===== src/inc/twbc_map.svh =====
// Purpose: Register offsets, field positions, response codes and timing counts.
// Assumes: 32-bit AXI4-Lite data, one register per aligned word.
// Notes:   Included by its bare name.
`ifndef TWBC_MAP_SVH
`define TWBC_MAP_SVH

`define TWBC_CTRL_OFS       8'h00
`define TWBC_DATA_OFS       8'h04
`define TWBC_EVT_OFS        8'h08
`define TWBC_MASK_OFS       8'h0c
`define TWBC_GIE_OFS        8'h10

`define TWBC_CTRL_IE        0
`define TWBC_CTRL_MASTER    1
`define TWBC_CTRL_EN        2
`define TWBC_CTRL_WC        3
`define TWBC_CTRL_STO       4
`define TWBC_CTRL_DONE      7
`define TWBC_GIE_BIT        0

`define TWBC_EVT_DONE       0
`define TWBC_EVT_WC         1
`define TWBC_EVT_STOP       2
`define TWBC_EVT_W          3

`define TWBC_RESP_OKAY      2'h0
`define TWBC_RESP_SLVERR    2'h2

`define TWBC_CLK_NS         50
`define TWBC_STOP_HALF_NS   5000
`define TWBC_STOP_CYC       ((`TWBC_STOP_HALF_NS + `TWBC_CLK_NS - 1) / `TWBC_CLK_NS)
`define TWBC_CNT_W          8

`endif


===== src/inc/twbc_pkg.sv =====
// Purpose: Types shared by the two-wire bus control block.
// Assumes: Constants live in twbc_map.svh.
// Notes:   Gray-coded stop sequence states.
package twbc_pkg;

    typedef enum logic [1:0] {
        TWBC_IDLE     = 2'h0,
        TWBC_SDA_LOW  = 2'h1,
        TWBC_SCL_HIGH = 2'h3,
        TWBC_SDA_HIGH = 2'h2
    } twbc_state_t;

    typedef struct packed {
        logic scl_o;
        logic scl_oe;
        logic sda_o;
        logic sda_oe;
    } twbc_pins_t;

endpackage


===== src/design/twbc_top.sv =====
// Purpose: Two-wire bus control bits: stop request, write collision,
//          interface enable with pin takeover, interrupt gating.
// Assumes: AXI4-Lite register access; scl and sda arrive asynchronously.
// Notes:   Open-drain pins: output is always low, enable pulls the line.
`timescale 1ns/1ps
`include "twbc_map.svh"

module twbc_top (
    input  wire logic               aclk,
    input  wire logic               aresetn,
    input  wire logic [7:0]         s_axi_awaddr,
    input  wire logic               s_axi_awvalid,
    output logic                    s_axi_awready,
    input  wire logic [31:0]        s_axi_wdata,
    input  wire logic [3:0]         s_axi_wstrb,
    input  wire logic               s_axi_wvalid,
    output logic                    s_axi_wready,
    output logic [1:0]              s_axi_bresp,
    output logic                    s_axi_bvalid,
    input  wire logic               s_axi_bready,
    input  wire logic [7:0]         s_axi_araddr,
    input  wire logic               s_axi_arvalid,
    output logic                    s_axi_arready,
    output logic [31:0]             s_axi_rdata,
    output logic [1:0]              s_axi_rresp,
    output logic                    s_axi_rvalid,
    input  wire logic               s_axi_rready,
    input  wire logic               scl_i,
    input  wire logic               sda_i,
    output twbc_pkg::twbc_pins_t    pins,
    output logic                    filters_on,
    output logic                    bus_irq,
    output logic                    irq
);

    // ------------------------------------------------------------
    // Pin synchronisers
    // ------------------------------------------------------------
    logic [1:0] scl_sync;
    logic [1:0] sda_sync;
    always_ff @(posedge aclk) begin
        scl_sync <= {scl_sync[0], scl_i};
        sda_sync <= {sda_sync[0], sda_i};
    end
    wire scl_high = scl_sync[1];
    wire sda_high = sda_sync[1];

    // ------------------------------------------------------------
    // Register bus
    // ------------------------------------------------------------
    logic [7:0]  wr_addr;
    logic [31:0] wr_data;
    logic        wr_lane0;
    logic        wr_fire;
    wire next_wr_take = s_axi_awvalid & s_axi_wvalid & ~s_axi_awready & ~s_axi_bvalid
                        & ~wr_fire;
    wire next_rd_take = s_axi_arvalid & ~s_axi_arready & ~s_axi_rvalid;
    wire wr_ctrl = wr_fire & wr_lane0 & (wr_addr == `TWBC_CTRL_OFS);
    wire wr_dat  = wr_fire & wr_lane0 & (wr_addr == `TWBC_DATA_OFS);
    wire wr_mask = wr_fire & wr_lane0 & (wr_addr == `TWBC_MASK_OFS);
    wire wr_gie  = wr_fire & wr_lane0 & (wr_addr == `TWBC_GIE_OFS);
    wire wr_hit  = (wr_addr == `TWBC_CTRL_OFS) | (wr_addr == `TWBC_DATA_OFS)
                 | (wr_addr == `TWBC_MASK_OFS) | (wr_addr == `TWBC_GIE_OFS)
                 | (wr_addr == `TWBC_EVT_OFS);
    wire rd_hit  = (s_axi_araddr == `TWBC_CTRL_OFS) | (s_axi_araddr == `TWBC_DATA_OFS)
                 | (s_axi_araddr == `TWBC_EVT_OFS) | (s_axi_araddr == `TWBC_MASK_OFS)
                 | (s_axi_araddr == `TWBC_GIE_OFS);
    wire rd_evt  = next_rd_take & (s_axi_araddr == `TWBC_EVT_OFS);

    // ------------------------------------------------------------
    // Control state
    // ------------------------------------------------------------
    logic        irq_en;
    logic        master;
    logic        enable;
    logic        coll;
    logic        stop_req;
    logic        done;
    logic        gie;
    logic [7:0]  data_reg;
    logic [`TWBC_EVT_W-1:0] evt;
    logic [`TWBC_EVT_W-1:0] mask;
    twbc_pkg::twbc_state_t state;
    logic [`TWBC_CNT_W-1:0] cnt;

    wire [7:0] ctrl_rd = {done, 2'h0, stop_req, coll, enable, master, irq_en};
    wire next_enable = wr_ctrl ? wr_data[`TWBC_CTRL_EN] : enable;
    wire sto_wr      = wr_ctrl & wr_data[`TWBC_CTRL_STO];
    wire cnt_zero    = (cnt == `TWBC_CNT_W'(0));
    wire slave_rec   = sto_wr & ~wr_data[`TWBC_CTRL_MASTER] & next_enable;
    wire stop_fin    = (state == twbc_pkg::TWBC_SDA_HIGH) & cnt_zero & sda_high;
    wire done_set    = stop_fin | slave_rec;

    // ------------------------------------------------------------
    // Stop sequence
    // ------------------------------------------------------------
    twbc_pkg::twbc_state_t next_state;
    always_comb begin
        next_state = state;
        case (state)
            twbc_pkg::TWBC_IDLE: begin
                if (sto_wr & wr_data[`TWBC_CTRL_MASTER] & next_enable)
                    next_state = twbc_pkg::TWBC_SDA_LOW;
            end
            twbc_pkg::TWBC_SDA_LOW: begin
                if (cnt_zero)
                    next_state = twbc_pkg::TWBC_SCL_HIGH;
            end
            twbc_pkg::TWBC_SCL_HIGH: begin
                if (cnt_zero & scl_high)
                    next_state = twbc_pkg::TWBC_SDA_HIGH;
            end
            twbc_pkg::TWBC_SDA_HIGH: begin
                if (stop_fin)
                    next_state = twbc_pkg::TWBC_IDLE;
            end
            default: next_state = twbc_pkg::TWBC_IDLE;
        endcase
        if (~next_enable)
            next_state = twbc_pkg::TWBC_IDLE;
    end

    always_ff @(posedge aclk) begin
        if (!aresetn) begin
            state <= twbc_pkg::TWBC_IDLE;
            cnt   <= `TWBC_CNT_W'(0);
        end else begin
            state <= next_state;
            if (next_state != state)
                cnt <= `TWBC_CNT_W'(`TWBC_STOP_CYC - 1);
            else if (!cnt_zero)
                cnt <= cnt - `TWBC_CNT_W'(1);
        end
    end

    // ------------------------------------------------------------
    // Control and data registers
    // ------------------------------------------------------------
    always_ff @(posedge aclk) begin
        if (!aresetn) begin
            irq_en   <= 1'b0;
            master   <= 1'b0;
            enable   <= 1'b0;
            stop_req <= 1'b0;
            done     <= 1'b0;
            gie      <= 1'b0;
            mask     <= `TWBC_EVT_W'(0);
            data_reg <= 8'h00;
        end else begin
            enable <= next_enable;
            if (wr_ctrl) begin
                irq_en <= wr_data[`TWBC_CTRL_IE];
                master <= wr_data[`TWBC_CTRL_MASTER];
            end
            if (~next_enable | stop_fin | slave_rec)
                stop_req <= 1'b0;
            else if (sto_wr)
                stop_req <= 1'b1;
            if (done_set)
                done <= 1'b1;
            else if (wr_ctrl & wr_data[`TWBC_CTRL_DONE])
                done <= 1'b0;
            if (wr_gie)
                gie <= wr_data[`TWBC_GIE_BIT];
            if (wr_mask)
                mask <= wr_data[`TWBC_EVT_W-1:0];
            if (wr_dat & done)
                data_reg <= wr_data[7:0];
        end
    end

    // ------------------------------------------------------------
    // Write collision flag
    // ------------------------------------------------------------
    always_ff @(posedge aclk) begin
        if (!aresetn)
            coll <= 1'b0;
        else if (wr_dat & ~done)
            coll <= 1'b1;
        else if (wr_dat)
            coll <= 1'b0;
    end

    // ------------------------------------------------------------
    // Events and interrupts
    // ------------------------------------------------------------
    wire [`TWBC_EVT_W-1:0] evt_set = {stop_fin, wr_dat & ~done, done_set & ~done};
    always_ff @(posedge aclk) begin
        if (!aresetn) begin
            evt     <= `TWBC_EVT_W'(0);
            irq     <= 1'b0;
            bus_irq <= 1'b0;
        end else begin
            evt     <= (rd_evt ? `TWBC_EVT_W'(0) : evt) | evt_set;
            irq     <= |(evt & mask);
            bus_irq <= done & irq_en & gie;
        end
    end

    // ------------------------------------------------------------
    // Pins
    // ------------------------------------------------------------
    // take pins only during the stop sequence, and only while enabled
    wire next_sda_oe = next_enable & ((next_state == twbc_pkg::TWBC_SDA_LOW)
                     | (next_state == twbc_pkg::TWBC_SCL_HIGH));
    wire next_scl_oe = next_enable & (next_state == twbc_pkg::TWBC_SDA_LOW);
    always_ff @(posedge aclk) begin
        if (!aresetn) begin
            pins       <= '0;
            filters_on <= 1'b0;
        end else begin
            pins.scl_o  <= 1'b0;
            pins.sda_o  <= 1'b0;
            pins.scl_oe <= next_scl_oe;
            pins.sda_oe <= next_sda_oe;
            filters_on  <= next_enable;
        end
    end

    // ------------------------------------------------------------
    // Bus handshakes
    // ------------------------------------------------------------
    always_ff @(posedge aclk) begin
        if (!aresetn) begin
            s_axi_awready <= 1'b0;
            s_axi_wready  <= 1'b0;
            s_axi_bvalid  <= 1'b0;
            s_axi_bresp   <= `TWBC_RESP_OKAY;
            s_axi_arready <= 1'b0;
            s_axi_rvalid  <= 1'b0;
            s_axi_rresp   <= `TWBC_RESP_OKAY;
            s_axi_rdata   <= 32'h0;
            wr_fire       <= 1'b0;
            wr_addr       <= 8'h00;
            wr_data       <= 32'h0;
            wr_lane0      <= 1'b0;
        end else begin
            s_axi_awready <= next_wr_take;
            s_axi_wready  <= next_wr_take;
            wr_fire       <= next_wr_take;
            if (next_wr_take) begin
                wr_addr  <= s_axi_awaddr;
                wr_data  <= s_axi_wdata;
                wr_lane0 <= s_axi_wstrb[0];
            end
            if (wr_fire) begin
                s_axi_bvalid <= 1'b1;
                s_axi_bresp  <= wr_hit ? `TWBC_RESP_OKAY : `TWBC_RESP_SLVERR;
            end else if (s_axi_bready) begin
                s_axi_bvalid <= 1'b0;
            end
            s_axi_arready <= next_rd_take;
            if (next_rd_take) begin
                s_axi_rvalid <= 1'b1;
                s_axi_rresp  <= rd_hit ? `TWBC_RESP_OKAY : `TWBC_RESP_SLVERR;
                case (s_axi_araddr)
                    `TWBC_CTRL_OFS: s_axi_rdata <= {24'h0, ctrl_rd};
                    `TWBC_DATA_OFS: s_axi_rdata <= {24'h0, data_reg};
                    `TWBC_EVT_OFS:  s_axi_rdata <= {29'h0, evt | evt_set};
                    `TWBC_MASK_OFS: s_axi_rdata <= {29'h0, mask};
                    `TWBC_GIE_OFS:  s_axi_rdata <= {31'h0, gie};
                    default:        s_axi_rdata <= 32'h0;
                endcase
            end else if (s_axi_rready) begin
                s_axi_rvalid <= 1'b0;
            end
        end
    end

    // ------------------------------------------------------------
    // Assertions
    // ------------------------------------------------------------
    stop_starts_a: assert property (@(posedge aclk) disable iff (!aresetn)
        (sto_wr & wr_data[`TWBC_CTRL_MASTER] & next_enable & state == twbc_pkg::TWBC_IDLE)
        |=> pins.sda_oe & pins.scl_oe & stop_req)
        else $error("stop request as master did not start a stop");
    stop_clears_a: assert property (@(posedge aclk) disable iff (!aresetn)
        stop_fin & ~sto_wr |=> ~stop_req & ~pins.sda_oe & (state == twbc_pkg::TWBC_IDLE))
        else $error("stop request not cleared after stop");
    slave_release_a: assert property (@(posedge aclk) disable iff (!aresetn)
        slave_rec & state == twbc_pkg::TWBC_IDLE |=> ~pins.sda_oe & ~pins.scl_oe & ~stop_req)
        else $error("slave recovery did not release lines");
    coll_set_a: assert property (@(posedge aclk) disable iff (!aresetn)
        wr_dat & ~done |=> coll ##1 evt[`TWBC_EVT_WC] | $past(rd_evt))
        else $error("write collision not flagged");
    coll_clear_a: assert property (@(posedge aclk) disable iff (!aresetn)
        wr_dat & done |=> ~coll & (data_reg == $past(wr_data[7:0])))
        else $error("clean data write did not clear collision");
    pins_take_a: assert property (@(posedge aclk) disable iff (!aresetn)
        (pins.sda_oe | pins.scl_oe) |-> enable & filters_on)
        else $error("pins driven while interface disabled");
    abort_now_a: assert property (@(posedge aclk) disable iff (!aresetn)
        wr_ctrl & ~wr_data[`TWBC_CTRL_EN]
        |=> (state == twbc_pkg::TWBC_IDLE) & ~pins.sda_oe & ~pins.scl_oe & ~stop_req)
        else $error("disable did not abort the interface");
    irq_gate_a: assert property (@(posedge aclk) disable iff (!aresetn)
        ##1 bus_irq == $past(done & irq_en & gie))
        else $error("interrupt request does not follow done flag");

endmodule // twbc_top


===== config.mk =====
export PLATFORM = sky130hd
export DESIGN_NAME = twbc_top
export DESIGN_NICKNAME = d
export VERILOG_FILES = /design/src/inc/twbc_pkg.sv /design/src/design/twbc_top.sv
export VERILOG_INCLUDE_DIRS = /design/src /design/src/inc
export SDC_FILE = /design/constraint.sdc
export NUM_CORES = 1
export LEC_CHECK = 0
export BUFFER_PORTS_ARGS = -buffer_cell sky130_fd_sc_hd__buf_2
export CAP_MARGIN = 25
export CORE_MARGIN = 2
export CORE_UTILIZATION = 40
export DETAILED_ROUTE_END_ITERATION = 8
export PLACE_DENSITY_LB_ADDON = 0.15
export SLEW_MARGIN = 20
export SYNTH_ARGS = -nofsm -noshare
export SYNTH_HDL_FRONTEND = slang
export SYNTH_SLANG_ARGS = --single-unit

===== constraint.sdc =====
create_clock -name aclk -period 2.9 [get_ports aclk]
set_clock_uncertainty 0.2 [all_clocks]
set_input_delay 0.435 -clock aclk [delete_from_list [all_inputs] [get_ports aclk]]
set_output_delay 0.435 -clock aclk [all_outputs]
set_load 0.02 [all_outputs]

==> results.yml, run 1 <==
synthesis:
  syn_inst: 361
  ys.flop_type: "dfxtp_1"
  ys_async_sr_fraction_pct: 0
  syn_area_um2: 3170
  synth_warnings: 0
  ys_ff_latch: 69
  synth.distinct_cells: 56
  yosysSeqAreaShare_pct: 43.6
  synth-edff-count: 0
  avgSynthCellArea_um2: 8.77
final_layout:
  nFillCells: 791
  final_util_pct: 47.7
  area_growth_pct: 15.7
  multi_input_area_um2: 1570
  fin_area_um2: 3660
  stdcell_count: 518
  drive_gt1_share_pct: 20.7
  antenna_cells: 0
  regArea_um2: 1380
  num-nets-final: 473
sta:
  slew_viol_final: 0
  rsz0062_at_grt: "no"
  whs_ps: 120
  fmax_mhz: 436
  worst_pin_slew_ps: 748
  hold_violations: 0
  setup_ws_ps: 604
  finalCritPeriodShare_pct: 79.2
  relSlewSlack_pct: 49.7
  timing.setup.tns_ps: 0
  setup_viol: 0
  fin_crit_ps: 2300
placement:
  port_buffers: 53
  place.gp.congestion: 0.803
  dp_hpwl_um: 5030
  dp_cells: 500
  postPlaceCellArea_um2: 3390
  post-place-ws_ps: 511
setup_path:
  r2r-end: "data_reg[5]"
  start_kind: "register"
  r2r_cells: 4
  r2r_slack_ps: 600
  end_kind: "register"
  critPathKind: "reg -> reg"
  crit_required_ps: 2920
  worstPathArrival_ps: 2320
  path_max_fanout: 9
  r2r_start: "wr_addr[2]"
route:
  wl_per_cell_um: 13.5
  vias_per_cell: 5.09
  drtIter0Drc: 136
  num_vias: 2639
  ant_nets: 0
  drcViolationCount: 0
  drt_wl_total_um: 7000
  drt-pass1-iter-count: 6
grt:
  grt_pass1_wl_um: 11700
  grt_pass1_vias: 2441
  grt_use_met3_pct: 3.58
  met2_usage_pct: 26.6
  grt.busiest_layer: "met2"
  use_met1_pct: 23.0
  grt.total_usage_pct: 17.2
  grt-ovfl-total: 0
  antenna_found_initial: 0
  grt_max_degree: 45
clocking:
  clk_pin_slew_ps: 80
  h-tree-depth: 3
  cts_setup_buffers: 0
  numCtsBuffers: 9
  clockBufferDepth: 2
  cts_tree: "done"
  worstSkewPairLatency_ps: 350
  root_buffer: "clkbuf_8"
  clkSinkCount: 69
floorplan:
  die_h_um: 93.0
  die_area_um2: 8640
  die_x_um: 93.0
  initial_core_util_pct: 41.2
  core_area_um2: 7690
  floorplan.rows: 32
  ios: 109
min_path:
  hp-start: "s_axi_wdata[5]"
  min_path_cells: 3
  worstHoldEndpoint: "wr_data[5]"
  min-delay-path-class: "in -> reg"
flow_run:
  cap_violations: 0
power:
  power.density_nw_per_um2: 682
  p_leak_nw: 1.57
  finalPower_mw: 2.50
  peakVddDrop_v: 0.000308
outcome:
  status: "completed"
-- per-layer routing --
layer  vias up  share of wire (%)
met3        10                6.4
li1       1319                  -
met2        98                 44
met4         0                1.8
met1      1212                 48
met5         -                  0
-- worst max-delay path: stages, from the launching register on --
cell and delay (ps):
dfxtp_1 370, nor3b_1 550, nand4_1 650, mux2i_1 350, nor2_1 60
-- cells by family (layout without fill, tap and decap cells) --
group | Yosys count | in the layout | synth area share (%)
AND/OR/NAND/NOR | 142 | 142 | 23.2
AO/OA/AOI/OAI | 70 | 70 | 14.8
flip-flops | 69 | 69 | 43.6
buffers and inverters | 53 | 81 | 9.92
multiplexers | 22 | 22 | 7.07
XOR/XNOR | 3 | 3 | 0.830
adder cells (fa/ha/maj) | 1 | 1 | 0.395
other | 1 | 28 | 0.118
-- worst max-delay path by stage --
| stage | from | end | slack, ps | cells after the start |
|---|---|---|---|---|
| after floorplan | s_axi_araddr[5] | evt[0] | 770 | 4 |
| after detailed placement | s_axi_arvalid | evt[0] | 510 | 5 |
| after global routing | wr_addr[2] | data_reg[5] | 370 | 4 |
| after global placement | s_axi_arvalid | evt[0] | 510 | 5 |
| final | wr_addr[2] | data_reg[5] | 600 | 4 |
| after CTS | wr_addr[2] | data_reg[5] | 590 | 4 |
-- cell usage in the layout (no fill, tap or decap), types with 3 or more instances in the layout --
cell type and n:
a21oi_1 28, a22oi_1 3, and2_1 3, buf_2 53, buf_4 3, bufinv_16 3, clkbuf_8 10, conb_1 28
dfxtp_1 69, inv_1 6, mux2_2 3, mux2i_1 19, nand2_1 43, nand2b_1 5, nand3_1 10, nand4_1 5
nor2_1 34, nor2b_1 5, nor3_1 9, nor4_1 5, o21ai_0 12, o31a_1 4, or4_1 3, or4_4 3
xnor2_1 3
-- Yosys cell counts (2+ instances only) --
cell | instances | area share (%)
nor3_1 | 9 | 1.4
mux2i_1 | 19 | 6.0
and4_1 | 2 | 0.55
nor2b_1 | 5 | 0.99
nand2b_1 | 5 | 0.99
a21oi_1 | 28 | 4.4
o31a_1 | 4 | 1.1
nand4_1 | 5 | 0.99
a31oi_1 | 2 | 0.40
o21ai_0 | 12 | 1.9
nand2_1 | 43 | 5.1
or4_1 | 3 | 0.71
nand3_1 | 10 | 1.6
nor4b_1 | 2 | 0.55
dfxtp_1 | 69 | 44
a22oi_1 | 3 | 0.71
nor4_1 | 5 | 0.99
clkbuf_1 | 14 | 1.7
buf_4 | 30 | 7.1
and3b_1 | 2 | 0.55
a31o_2 | 2 | 0.55
inv_1 | 6 | 0.71
xnor2_1 | 3 | 0.83
a41oi_1 | 2 | 0.55
or4_4 | 3 | 1.1
a32oi_1 | 2 | 0.55
o211ai_1 | 2 | 0.47
nor3b_1 | 2 | 0.47
mux2_2 | 3 | 1.1
buf_2 | 2 | 0.32
nand3b_1 | 2 | 0.47
and2_1 | 3 | 0.59
nor2_1 | 34 | 4.0
-- power breakdown --
group	internal, mW	switching (mW)
combinational	0.191	0.263
clock	0.598	0.372
sequential	1.01	0.0653
-- cell type report --
type | instances | share of cell area (%)
clock buffers | 11 | 3.86
clock inverters | 5 | 2.94
inverters | 7 | 0.717
multi-input cells | 266 | 42.9
flip-flops and latches | 69 | 37.7
well taps | 102 | 3.48
repair buffers | 58 | 8.40
-- repair_timing --
item | CTS | global route
resized for setup | 0 | 0
endpoints found under the hold margin | 2 | 0
hold buffers | 2 | 0
Note: power is estimated with default switching activity, not from simulation.
==> inputs of run 2 (changes only) <==
- ABC_AREA: default -> 1
- clock period: 2.9 -> 2 ns (I/O delays scaled with it)
==> run 2 against run 1 <==
Sequential power increased by 45%. Global-route usage is 0.58 points lower. Maximum frequency increased by 24%. Largest cell class unchanged. Largest power group unchanged. Via count grew 1.1%. Die area shrank 0.27%. Routed wire length decreased by 4.1%.
==> results.yml, run 2 <==
setup_path:
  crit_required_ps: 2080
  r2r_slack_ps: 140
  r2r_cells: 12
  path_max_fanout: 5
  critPathKind: "reg -> reg"
  r2r-end: "s_axi_rdata[0]"
  start_kind: "register"
  end_kind: "register"
  worstPathArrival_ps: 1940
  r2r_start: "cnt[0]"
clocking:
  cts_tree: "done"
  worstSkewPairLatency_ps: 340
  clkSinkCount: 69
  numCtsBuffers: 9
  clockBufferDepth: 2
  root_buffer: "clkbuf_8"
  clk_pin_slew_ps: 70
  h-tree-depth: 3
  cts_setup_buffers: 0
route:
  drt-pass1-iter-count: 5
  num_vias: 2669
  wl_per_cell_um: 11.4
  drt_wl_total_um: 6710
  drtIter0Drc: 89
  drcViolationCount: 0
  vias_per_cell: 4.52
  ant_nets: 0
synthesis:
  ys.flop_type: "dfxtp_1"
  synth_commonest_cells: "69 x dfxtp_1, 69 x nand2_1, 57 x nor2_1, 36 x inv_1, 34 x o21ai_0"
  synth-edff-count: 0
  ys_ff_latch: 69
  synth_area_leaders: "dfxtp_1 44%, nand2_1 8.2%, buf_4 7.4%"
  synth.distinct_cells: 42
  syn_area_um2: 3160
  synth_top_area_share_pct: 43.8
  yosysSeqAreaShare_pct: 43.8
  avgSynthCellArea_um2: 7.63
  syn_inst: 414
  synth_warnings: 0
  ys_async_sr_fraction_pct: 0
  synth_top_cell_by_area: "dfxtp_1"
min_path:
  hp-start: "s_axi_wdata[3]"
  min-delay-path-class: "in -> reg"
  min_path_cells: 3
  worstHoldEndpoint: "wr_data[3]"
floorplan:
  initial_core_util_pct: 41.1
  die_x_um: 92.8
  core_area_um2: 7690
  floorplan.rows: 32
  die_area_um2: 8620
  ios: 109
  die_h_um: 92.8
final_layout:
  antenna_cells: 0
  drive_gt1_share_pct: 23.4
  area_growth_pct: 18.9
  nFillCells: 792
  num-nets-final: 545
  final_cell_mix: "68 x nand2_1, 68 x dfxtp_1, 56 x nor2_1"
flow_run:
  cap_violations: 0
grt:
  grt-ovfl-total: 0
  antenna_found_initial: 0
  grt_pass1_vias: 2552
  grt.total_usage_pct: 16.6
  grt_pass1_wl_um: 11300
  grt_max_degree: 21
sta:
  finalCritPeriodShare_pct: 92.9
  setup_viol: 0
  rsz0062_at_grt: "yes"
  timing.setup.tns_ps: 0
  hold_violations: 0
  slew_viol_final: 0
  setup_ws_ps: 141
  whs_ps: 11.7
  fmax_mhz: 538
  fin_crit_ps: 1860
  relSlewSlack_pct: 64.9
  worst_pin_slew_ps: 523
power:
  power.density_nw_per_um2: 913
  finalPower_mw: 3.43
  p_leak_nw: 1.69
  peakVddDrop_v: 0.000388
placement:
  place.gp.congestion: 0.813
  post-place-ws_ps: 108
  dp_hpwl_um: 5030
  port_buffers: 53
outcome:
  status: "completed"
-- run 2: cell count changes after synthesis, moves of 6 or more --
cell	previous run	this run
nor3_1	9	3
nor2_1	34	57
mux2i_1	19	0
nand2_1	43	69
inv_1	6	36
clkbuf_1	14	8
o21ai_0	12	34
-- run 2: metal layers --
| layer | vias to the layer above | global-route usage [%] | wire, um |
|---|---|---|---|
| li1 | 1418 | - | - |
| met1 | 1181 | 19.8 | 3130 |
| met2 | 59 | 28.3 | 3180 |
| met3 | 11 | 2.85 | 278 |
| met4 | 0 | 9.07 | 125 |
| met5 | - | 0 | 0 |
-- run 2: worst max-delay path by stage --
stage	from	to	depth (start not counted)
final	cnt[0]	s_axi_rdata[0]	12
after global routing	wr_addr[0]	s_axi_rdata[0]	13
after CTS	cnt[0]	s_axi_rdata[0]	12
after detailed placement	s_axi_araddr[1]	s_axi_rdata[2]	10
after global placement	cnt[0]	s_axi_rdata[0]	12
after floorplan	wr_fire	cnt[0]	11
-- run 2: layout make-up --
cell class | instances | area [um^2] | area share, %
clock inverters | 5 | 60.1 | 1.60
clock buffers | 11 | 141 | 3.77
repair buffers | 71 | 425 | 11.3
flip-flops and latches | 69 | 1380 | 36.8
multi-input cells | 290 | 1460 | 38.8
well taps | 102 | 128 | 3.40
inverters | 42 | 158 | 4.20
-- run 2: cell families after synthesis --
logic type | synth area share, %
simple gates | 27.6
buf+inv | 13.4
compound gates | 13.8
flops | 43.8
xor+xnor | 0.832
fa+ha+maj | 0.396
other cells | 0.119
-- run 2: per-stage QoR --
step / instances / util, % / cell area, um^2
after floorplan: 441 / - / 3260
after global placement: 564 / 44.8 / 3440
after detailed placement: 564 / 44.8 / 3440
after CTS: 590 / 48.7 / 3750
after global routing: 590 / 48.8 / 3750
final: 590 / 48.8 / 3750
-- run 2: power breakdown --
group | switching [mW] | internal (mW) | total [mW] | leakage, nW
clock network | 0.528 | 0.612 | 1.14 | 0.0995
registers | 0.0778 | 1.47 | 1.55 | 0.564
logic | 0.444 | 0.292 | 0.736 | 1.03
-- run 2: worst max-delay path, cell delays in order, from the launching register on --
cell and delay, ps:
dfxtp_1 310, inv_1 90, ha_1 200, nand2_2 100, nor2_4 130, nand4_2 170, nand2_1 160, nand2_1 100
nand2_1 70, nand2_1 40, nand2_1 60, nand2_1 60, a21oi_2 120
-- run 2: repair_timing --
item / 4_1_cts / 5_1_grt
endpoints found under the hold margin: 10 / 0
hold buffers: 10 / 0
gates resized for setup: 0 / 4
setup endpoints to repair: 0 / 12
